==> config.mk <==
export PLATFORM = sky130hd
export DESIGN_NAME = rxdbg_regs
export DESIGN_NICKNAME = d
export VERILOG_FILES = /design/src/hdl/rxdbg_pkg.sv /design/src/hdl/rxdbg_regs.sv
export VERILOG_INCLUDE_DIRS = /design/src /design/src/hdl
export SDC_FILE = /design/constraint.sdc
export NUM_CORES = 1
export LEC_CHECK = 0
export BUFFER_PORTS_ARGS = -buffer_cell sky130_fd_sc_hd__clkbuf_2
export CAP_MARGIN = 20
export CORE_MARGIN = 2
export CORE_UTILIZATION = 49
export CTS_CLUSTER_SIZE = 12
export DETAILED_ROUTE_END_ITERATION = 10
export PLACE_DENSITY = 0.76
export SLEW_MARGIN = 25
export SYNTH_ARGS = -nofsm -noshare
export SYNTH_HDL_FRONTEND = slang
export SYNTH_SLANG_ARGS = --single-unit
==> constraint.sdc <==
create_clock -name clk -period 4 [get_ports clk]
set_clock_uncertainty 0.2 [all_clocks]
set_input_delay 0.8 -clock clk [delete_from_list [all_inputs] [get_ports clk]]
set_output_delay 0.8 -clock clk [all_outputs]
set_load 0.005 [all_outputs]
==> src/hdl/rxdbg_consts.svh <==
// Offsets, field positions, reset values and fixed read values of the bank.
`ifndef RXDBG_CONSTS_SVH
`define RXDBG_CONSTS_SVH
`define RXDBG_OFS_RSVD_BB      8'hbb
`define RXDBG_OFS_DWELL        8'hbc
`define RXDBG_OFS_RSVD_BD      8'hbd
`define RXDBG_OFS_PD_DIS       8'hbe
`define RXDBG_OFS_RSVD_BF      8'hbf
`define RXDBG_OFS_RSVD_C0      8'hc0
`define RXDBG_OFS_RSVD_CF      8'hcf
`define RXDBG_OFS_ERR_INJ      8'hd0
`define RXDBG_OFS_RSVD_D1      8'hd1
`define RXDBG_VAL_RSVD_BB      8'h74
`define RXDBG_VAL_RSVD_BD      8'h00
`define RXDBG_VAL_RSVD_BF      8'h00
`define RXDBG_VAL_RSVD_C0      8'h00
`define RXDBG_VAL_RSVD_D1      8'h43
`define RXDBG_RST_DWELL        8'h80
`define RXDBG_RST_PD_DIS       8'h00
`define RXDBG_BIT_ERR_SINGLE   0
`define RXDBG_BIT_ERR_CONT     1
`define RXDBG_SEL_RD_LO        4
`define RXDBG_SEL_RD_HI        5
`define RXDBG_SEL_WR_LO        0
`define RXDBG_SEL_WR_HI        3
`define RXDBG_NUM_PORTS        4
`define RXDBG_NUM_GPIO         8
`endif

==> src/hdl/rxdbg_pkg.sv <==
// Types shared by the receive-port debug register bank.
package rxdbg_pkg;
    typedef struct packed {
        logic       wr;
        logic       rd;
        logic [7:0] addr;
        logic [7:0] wdata;
    } rxdbg_req_t;

    typedef struct packed {
        logic [7:0]      dwell;
        logic [7:0]      pdDis;
        logic [3:0]      errCont;
        logic [3:0]      errSingle;
        logic [3:0][7:0] dwellCnt;
        logic [3:0]      dwellDone;
        logic [3:0]      errInject;
        logic [3:0]      frameStart;
        logic [7:0]      rdData;
    } rxdbg_state_t;
endpackage : rxdbg_pkg

==> src/hdl/rxdbg_regs.sv <==
// Receive-port debug and miscellaneous register bank with its controls.
`timescale 1ns/10ps
`include "rxdbg_consts.svh"
// Summary of operation
// A raw-mode frame start waits until valid stayed high for the set count.
// A GPIO pull-down is on while the pin is not an output, unless disabled.
// Bit n of the disable register set to 1 removes the pull-down of pin n.
// A paged read returns the copy of the port in page select bits 5:4.
// A paged write updates each port whose page select bit n (3:0) is set.
// Each receive port keeps its own copy of the debug register at 0xd0.
// While continuous error is set, every back-channel frame gets an error.
// A 1 written to single error injects one error, then the bit clears.
// Reserved registers and fields read their fixed values and ignore writes.
module rxdbg_regs (
    input  wire logic                 clk,
    input  wire logic                 nrst,
    input  wire rxdbg_pkg::rxdbg_req_t regReq,
    input  wire logic [5:0]           pageSelect,
    input  wire logic [3:0]           rawMode,
    input  wire logic [3:0]           frameValidLevel,
    input  wire logic [3:0]           backchanFrame,
    input  wire logic [7:0]           gpioOutputMode,
    output logic      [7:0]           regRdData,
    output logic      [3:0]           frameStartPulse,
    output logic      [3:0]           backchanErrInject,
    output logic      [7:0]           pulldownEnable,
    output logic      [7:0]           frameValidMinDuration,
    output logic      [7:0]           gpioPulldownDisable
);
    import rxdbg_pkg::*;

    rxdbg_state_t st_r;
    rxdbg_state_t st_nxt;
    logic [1:0]   rdPort;
    logic [3:0]   wrPorts;
    logic         wrPage;

    assign rdPort  = pageSelect[`RXDBG_SEL_RD_HI:`RXDBG_SEL_RD_LO];
    assign wrPorts = pageSelect[`RXDBG_SEL_WR_HI:`RXDBG_SEL_WR_LO];
    assign wrPage  = regReq.wr && (regReq.addr == `RXDBG_OFS_ERR_INJ);

    always_comb begin
        st_nxt = st_r;
        if (regReq.wr && regReq.addr == `RXDBG_OFS_DWELL) begin
            st_nxt.dwell = regReq.wdata;
        end
        if (regReq.wr && regReq.addr == `RXDBG_OFS_PD_DIS) begin
            st_nxt.pdDis = regReq.wdata;
        end
        for (int p = 0; p < `RXDBG_NUM_PORTS; p++) begin
            // A pending single error is consumed by the next frame.
            st_nxt.errInject[p] = backchanFrame[p] &&
                (st_r.errCont[p] || st_r.errSingle[p]);
            if (backchanFrame[p]) begin
                st_nxt.errSingle[p] = 1'b0;
            end
            // A new write of 1 wins over the consumption in the same cycle.
            if (wrPage && wrPorts[p]) begin
                st_nxt.errCont[p] = regReq.wdata[`RXDBG_BIT_ERR_CONT];
                if (regReq.wdata[`RXDBG_BIT_ERR_SINGLE]) begin
                    st_nxt.errSingle[p] = 1'b1;
                end
            end
            st_nxt.frameStart[p] = 1'b0;
            if (!frameValidLevel[p] || !rawMode[p]) begin
                st_nxt.dwellCnt[p]  = 8'h00;
                st_nxt.dwellDone[p] = 1'b0;
            end else if (!st_r.dwellDone[p]) begin
                if (st_r.dwellCnt[p] == st_r.dwell) begin
                    st_nxt.frameStart[p] = 1'b1;
                    st_nxt.dwellDone[p]  = 1'b1;
                end else begin
                    st_nxt.dwellCnt[p] = st_r.dwellCnt[p] + 8'h01;
                end
            end
        end
        if (regReq.rd) begin
            // Reserved and unmapped offsets return constants only.
            if (regReq.addr >= `RXDBG_OFS_RSVD_C0 &&
                regReq.addr <= `RXDBG_OFS_RSVD_CF) begin
                st_nxt.rdData = `RXDBG_VAL_RSVD_C0;
            end else begin
                case (regReq.addr)
                    `RXDBG_OFS_RSVD_BB: st_nxt.rdData = `RXDBG_VAL_RSVD_BB;
                    `RXDBG_OFS_DWELL:   st_nxt.rdData = st_r.dwell;
                    `RXDBG_OFS_RSVD_BD: st_nxt.rdData = `RXDBG_VAL_RSVD_BD;
                    `RXDBG_OFS_PD_DIS:  st_nxt.rdData = st_r.pdDis;
                    `RXDBG_OFS_RSVD_BF: st_nxt.rdData = `RXDBG_VAL_RSVD_BF;
                    `RXDBG_OFS_ERR_INJ: st_nxt.rdData = {6'h00,
                        st_r.errCont[rdPort], st_r.errSingle[rdPort]};
                    `RXDBG_OFS_RSVD_D1: st_nxt.rdData = `RXDBG_VAL_RSVD_D1;
                    default:            st_nxt.rdData = 8'h00;
                endcase
            end
        end
    end

    always_ff @(posedge clk or negedge nrst) begin
        if (!nrst) begin
            st_r       <= '0;
            st_r.dwell <= `RXDBG_RST_DWELL;
            st_r.pdDis <= `RXDBG_RST_PD_DIS;
        end else begin
            st_r <= st_nxt;
        end
    end

    assign regRdData             = st_r.rdData;
    assign frameStartPulse       = st_r.frameStart;
    assign backchanErrInject     = st_r.errInject;
    assign frameValidMinDuration = st_r.dwell;
    assign gpioPulldownDisable   = st_r.pdDis;
    assign pulldownEnable        = ~(gpioOutputMode | st_r.pdDis);

    // Checks on the register paths and on the per-port controls.
    a_pulldown_map: assert property (
        @(posedge clk) disable iff (!nrst)
        regReq.wr && regReq.addr == `RXDBG_OFS_PD_DIS
        |=> pulldownEnable == ~(gpioOutputMode | $past(regReq.wdata)))
        else $error("pull-down enable does not follow mode and disable");

    a_dwell_write: assert property (
        @(posedge clk) disable iff (!nrst)
        regReq.wr && regReq.addr == `RXDBG_OFS_DWELL
        |=> frameValidMinDuration == $past(regReq.wdata))
        else $error("minimum valid duration not written");

    a_rsvd_read: assert property (
        @(posedge clk) disable iff (!nrst)
        regReq.rd && regReq.addr == `RXDBG_OFS_RSVD_D1
        |=> regRdData == `RXDBG_VAL_RSVD_D1)
        else $error("reserved register read wrong value");

    a_rsvd_bb_read: assert property (
        @(posedge clk) disable iff (!nrst)
        regReq.rd && regReq.addr == `RXDBG_OFS_RSVD_BB
        |=> regRdData == `RXDBG_VAL_RSVD_BB)
        else $error("reserved register at bb read wrong value");

    a_rsvd_block_read: assert property (
        @(posedge clk) disable iff (!nrst)
        regReq.rd && regReq.addr >= `RXDBG_OFS_RSVD_C0
        && regReq.addr <= `RXDBG_OFS_RSVD_CF
        |=> regRdData == `RXDBG_VAL_RSVD_C0)
        else $error("reserved block read wrong value");

    a_page_read: assert property (
        @(posedge clk) disable iff (!nrst)
        regReq.rd && regReq.addr == `RXDBG_OFS_ERR_INJ
        |=> regRdData[7:2] == 6'h00 &&
            regRdData[1] == $past(st_r.errCont[rdPort]) &&
            regRdData[0] == $past(st_r.errSingle[rdPort]))
        else $error("paged read returned wrong port copy");

    a_read_hold: assert property (
        @(posedge clk) disable iff (!nrst)
        !regReq.rd |=> $stable(regRdData))
        else $error("read data changed without a read");

    generate
        for (genvar g = 0; g < `RXDBG_NUM_PORTS; g++) begin : g_chk
            a_write_mask: assert property (
                @(posedge clk) disable iff (!nrst)
                !(wrPage && wrPorts[g])
                |=> st_r.errCont[g] == $past(st_r.errCont[g]))
                else $error("unselected port copy changed on write");

            a_cont_write: assert property (
                @(posedge clk) disable iff (!nrst)
                wrPage && wrPorts[g]
                |=> st_r.errCont[g] ==
                    $past(regReq.wdata[`RXDBG_BIT_ERR_CONT]))
                else $error("selected port copy missed the write");

            a_single_set: assert property (
                @(posedge clk) disable iff (!nrst)
                wrPage && wrPorts[g] && regReq.wdata[`RXDBG_BIT_ERR_SINGLE]
                |=> st_r.errSingle[g])
                else $error("single error request was lost");

            a_single_hold: assert property (
                @(posedge clk) disable iff (!nrst)
                !st_r.errSingle[g] && !(wrPage && wrPorts[g])
                |=> !st_r.errSingle[g])
                else $error("single error set without a write");

            a_cont_inject: assert property (
                @(posedge clk) disable iff (!nrst)
                st_r.errCont[g] && backchanFrame[g]
                |=> backchanErrInject[g])
                else $error("continuous error missing on frame");

            a_single_once: assert property (
                @(posedge clk) disable iff (!nrst)
                st_r.errSingle[g] && !st_r.errCont[g] && backchanFrame[g]
                && !(wrPage && wrPorts[g])
                |=> backchanErrInject[g] && !st_r.errSingle[g])
                else $error("single error not injected and cleared");

            a_no_inject: assert property (
                @(posedge clk) disable iff (!nrst)
                backchanErrInject[g]
                |-> $past(backchanFrame[g]) &&
                    ($past(st_r.errCont[g]) || $past(st_r.errSingle[g])))
                else $error("error injected without cause");

            a_fs_timing: assert property (
                @(posedge clk) disable iff (!nrst)
                frameStartPulse[g]
                |-> $past(frameValidLevel[g]) && $past(rawMode[g]) &&
                    $past(st_r.dwellCnt[g]) == $past(st_r.dwell))
                else $error("frame start before minimum duration");

            a_fs_single: assert property (
                @(posedge clk) disable iff (!nrst)
                frameStartPulse[g] |=> !frameStartPulse[g])
                else $error("frame start pulse longer than one cycle");

            a_fs_idle: assert property (
                @(posedge clk) disable iff (!nrst)
                !frameValidLevel[g] || !rawMode[g]
                |=> !frameStartPulse[g])
                else $error("frame start without raw-mode valid");
        end
    endgenerate
endmodule : rxdbg_regs
==> results_dict.tcl <==
set metrics [dict create \
    worst_skew_late_latency_ns 0.35 \
    status "complete, no violations" \
    detail_route.iter0.violations 138 \
    post_synth_main_area_contributors "dfrtp_1 44%, buf_4 5.7%, xor2_1 5.4%, mux2_2 5.3%, nor2_1 4.0%" \
    std_cell_rows 33 \
    finalHoldViolCount 0 \
    holdBufCountCts 0 \
    pin_count 86 \
    timing.final.setup_violations 0 \
    cts_buffers 9 \
    cts.sinks 76 \
    post-synth-top-area-cell "dfrtp_1" \
    post_route_cells_drive_above_1_share_pct 29.6 \
    ys_warn_count 0 \
    nets 514 \
    worstHoldPathType "primary input to asynchronous set/reset pin" \
    wire_per_inst_um 16.4 \
    grt_pass1_wl_mm 15.4 \
    drv_slew 0 \
    area_growth_syn_to_layout_pct 11.2 \
    mappedNetlistArea_um2 4240 \
    cap_violations 0 \
    synth_top_area_share_pct 44.3 \
    min_period_ns 2.55 \
    dp_hpwl_mm 6.76 \
    crit_chain "clkbuf_2 > or4b_4 > nor4b_4 > nand2_1 > mux2_1" \
    first_global_vias 3182 \
    slowest_stage "or4b_4" \
    power_frac_seq_pct 50.1 \
    leakagePower_uw 0.00235 \
    detail-route-antenna-nets 0 \
    synth_async_sr_flop_share_pct 100 \
    floorplan.die_area_um2 9400 \
    vdd_ir_drop_max_mv 0.177 \
    multi_input_comb_area_um2 1970 \
    pwr-share-clk_pct 37.1 \
    drc_errors 0 \
    number_of_instances_in_the_synthesized_netlist 412 \
    synthesis.area_per_instance_um2 10.3 \
    ys_dominant_reg_cell "dfrtp_1" \
    crit_path_max_incr_delay_ns 0.66 \
    grt_antenna_before_repair 0 \
    layout_worst_path_cycle_share_pct 63.7 \
    critPathTopFamily "simple AND/OR/NAND/NOR gates" \
    cp.buffers_inverters 1 \
    powerDensity_nw_per_um2 353 \
    synth_edf_count 0 \
    route.vias.total 3264 \
    netSwitchingPower_uw 467 \
    power.switching_fraction_pct 28.1 \
    final_util_pct 56.7 \
    slew_headroom_pct 51.6 \
    worst_path_required_ns 4.03 \
    synth_cell_types 55 \
    cell_internal_pwr_uw 1190 \
    initial_utilization_pct 51.0 \
    clockBufferDepth 2 \
    synth-seq-cells 76 \
    worst-setup-path-type "primary input to flop" \
    num-fill-cells 712 \
    vias_per_cell 5.69 \
    pwr-share-comb_pct 12.8 \
    postSynthNetCount 462 \
    insertedDiodeCount 0 \
    endpoint_kind "flop" \
    die_w_um 97.0 \
    die_height_um 97.0 \
    grt_start_max_net_pins 77 \
    global_route.usage.total_pct 20.4 \
    worst-path-max-fanout 14 \
    globalRouteOverflowTotal 0 \
    cts-htree-levels 3 \
    place_congestion 0.851 \
    tritoncts_clock_tree "yes" \
    floorplan.core_area_um2 8300 \
    critical_path_arrival_ns 2.58 \
    tightestPinTransition_ns 0.720 \
    regToRegStartpoint "frameValidMinDuration[7]$_DFFE_PN1P_" \
    clock_tree.root_cell "clkbuf_8" \
    place.port_buffers 85 \
    cts_setup_buffers 0 \
    timing.fmax_ghz 0.393 \
    ctsResizeCount 0 \
    synth_sequential_area_ratio_pct 44.9 \
    worst_setup_hold_path_clk_slew_ns 0.09 \
    regArea_um2 1900 \
    detail_route.first_pass.iterations 4 \
    crit_start "regReq[9]" \
    fin_setup_tns_ns 0 \
    grt_setup_unrepaired "no" \
    start_kind "primary input" \
    postRouteWirelength_mm 9.39 \
]
stage by stage:
step	cell area [um^2]	instances	setup slack, ns	power (uW)	hold slack (ns)
2_1_floorplan	4240	412	1.44	983	0.258
3_3_place_gp	4500	558	1.19	1050	0.283
3_5_place_dp	4500	558	1.10	1060	0.298
4_1_cts	4700	574	1.48	1680	0.309
5_1_grt	4710	574	1.41	1740	0.306
6_report	4710	574	1.45	1660	0.266
worst register-to-register path, cell delays in order (launching register included):
cell	delay (ns)
dfstp_2	0.70
xnor2_1	0.17
nand3_1	0.13
nor3_1	0.62
nor3_1	0.14
mux2_2	0.29
state kept, by name (all words and copies together) (netlist names):
name and cells:
backchanErrInject 4, frameStartPulse 4, frameValidMinDuration 8, gpioPulldownDisable 8
regRdData 8, st_r 44
cells in the mapped netlist, types with 2 or more instances:
cell      instances
dfrtp_1          75
nor2_1           45
buf_4            32
xor2_1           26
nand2_1          25
mux2_2           20
xnor2_1          18
inv_1            16
nand3_1          16
a21oi_1          14
buf_2             9
mux2i_1           8
a31o_2            7
nor3_1            7
a211oi_1          6
nand4_1           6
o22ai_1           6
o31ai_1           6
or4_1             6
a22o_1            5
ha_1              4
mux2_1            4
nor4_1            4
and2_1            3
and3_1            3
nand2b_1          3
o211ai_1          3
clkbuf_1          2
mux4_2            2
nand3b_1          2
nor4_2            2
o21ai_0           2
o32a_2            2
o32ai_1           2
kinds of logic (layout without fill, tap and decap cells):
kind of cell | count (synthesis) | count (layout) | share of synthesized area, %
compound gates | 64 | 64 | 11.0
xor+xnor | 44 | 44 | 9.10
fa+ha+maj | 4 | 4 | 1.18
flops | 76 | 76 | 44.9
mux | 34 | 34 | 9.34
simple gates | 130 | 130 | 16.0
buf+inv | 60 | 117 | 8.45
layer usage:
metal | vias up | global-route usage (%) | part of all wire, %
met2 | 86 | 33.5 | 49
met5 | - | 0 | 0
li1 | 1549 | - | -
met1 | 1616 | 26.5 | 45
met4 | 0 | 8.99 | 1.4
met3 | 13 | 3.61 | 4.6
power by group through the flow:
stage / Clock, uW / Sequential [uW] / Combinational (uW)
2_1_floorplan: 0 / 827 / 156
3_3_place_gp: 0 / 845 / 208
3_5_place_dp: 0 / 847 / 213
4_1_cts: 633 / 831 / 214
5_1_grt: 666 / 836 / 241
6_report: 616 / 832 / 213
layout make-up:
type / count / share of cell area (%)
Tap cell: 105 / 2.79
Inverter: 16 / 1.28
Multi-Input combinational cell: 276 / 41.9
Sequential cell: 76 / 40.4
Timing Repair Buffer: 85 / 9.17
Clock inverter: 6 / 1.49
Clock buffer: 10 / 2.92
worst paths after layout:
kind	end	slack, ns	cells past startpoint
worst min register to register	frameStartPulse[2]$_DFF_PN0_	0.31	1
worst max register to register	st_r[44]$_DFFE_PN0P_	1.64	5
worst min-delay path	frameStartPulse[3]$_DFF_PN0_	0.27	1
min in group clk	frameStartPulse[2]$_DFF_PN0_	0.31	1
worst max-delay path	st_r[57]$_DFFE_PN0P_	1.45	5
max in group asynchronous	st_r[21]$_DFFE_PN0P_	2.87	1
cell usage in the layout (no fill, tap or decap), types with 3 or more instances in the layout:
| cell | synthesis | routed |
|---|---|---|
| xnor2_1 | 18 | 18 |
| o211ai_1 | 3 | 3 |
| mux2_2 | 20 | 20 |
| clkbuf_2 | 1 | 84 |
| nor4_1 | 4 | 4 |
| and2_1 | 3 | 3 |
| clkbuf_8 | 0 | 10 |
| nand3_1 | 16 | 16 |
| dfrtp_1 | 75 | 75 |
| o22ai_1 | 6 | 6 |
| mux2_1 | 4 | 4 |
| a31o_2 | 7 | 7 |
| inv_1 | 16 | 16 |
| nand2b_1 | 3 | 3 |
| or4_1 | 6 | 6 |
| ha_1 | 4 | 4 |
| a21oi_1 | 14 | 14 |
| nor3_1 | 7 | 7 |
| nand2_1 | 25 | 25 |
| a22o_1 | 5 | 5 |
| nor2_1 | 45 | 45 |
| mux2i_1 | 8 | 8 |
| and3_1 | 3 | 3 |
| a211oi_1 | 6 | 6 |
| o31ai_1 | 6 | 6 |
| xor2_1 | 26 | 26 |
| nand4_1 | 6 | 6 |
No activity file was read; power rests on OpenSTA's default activity.
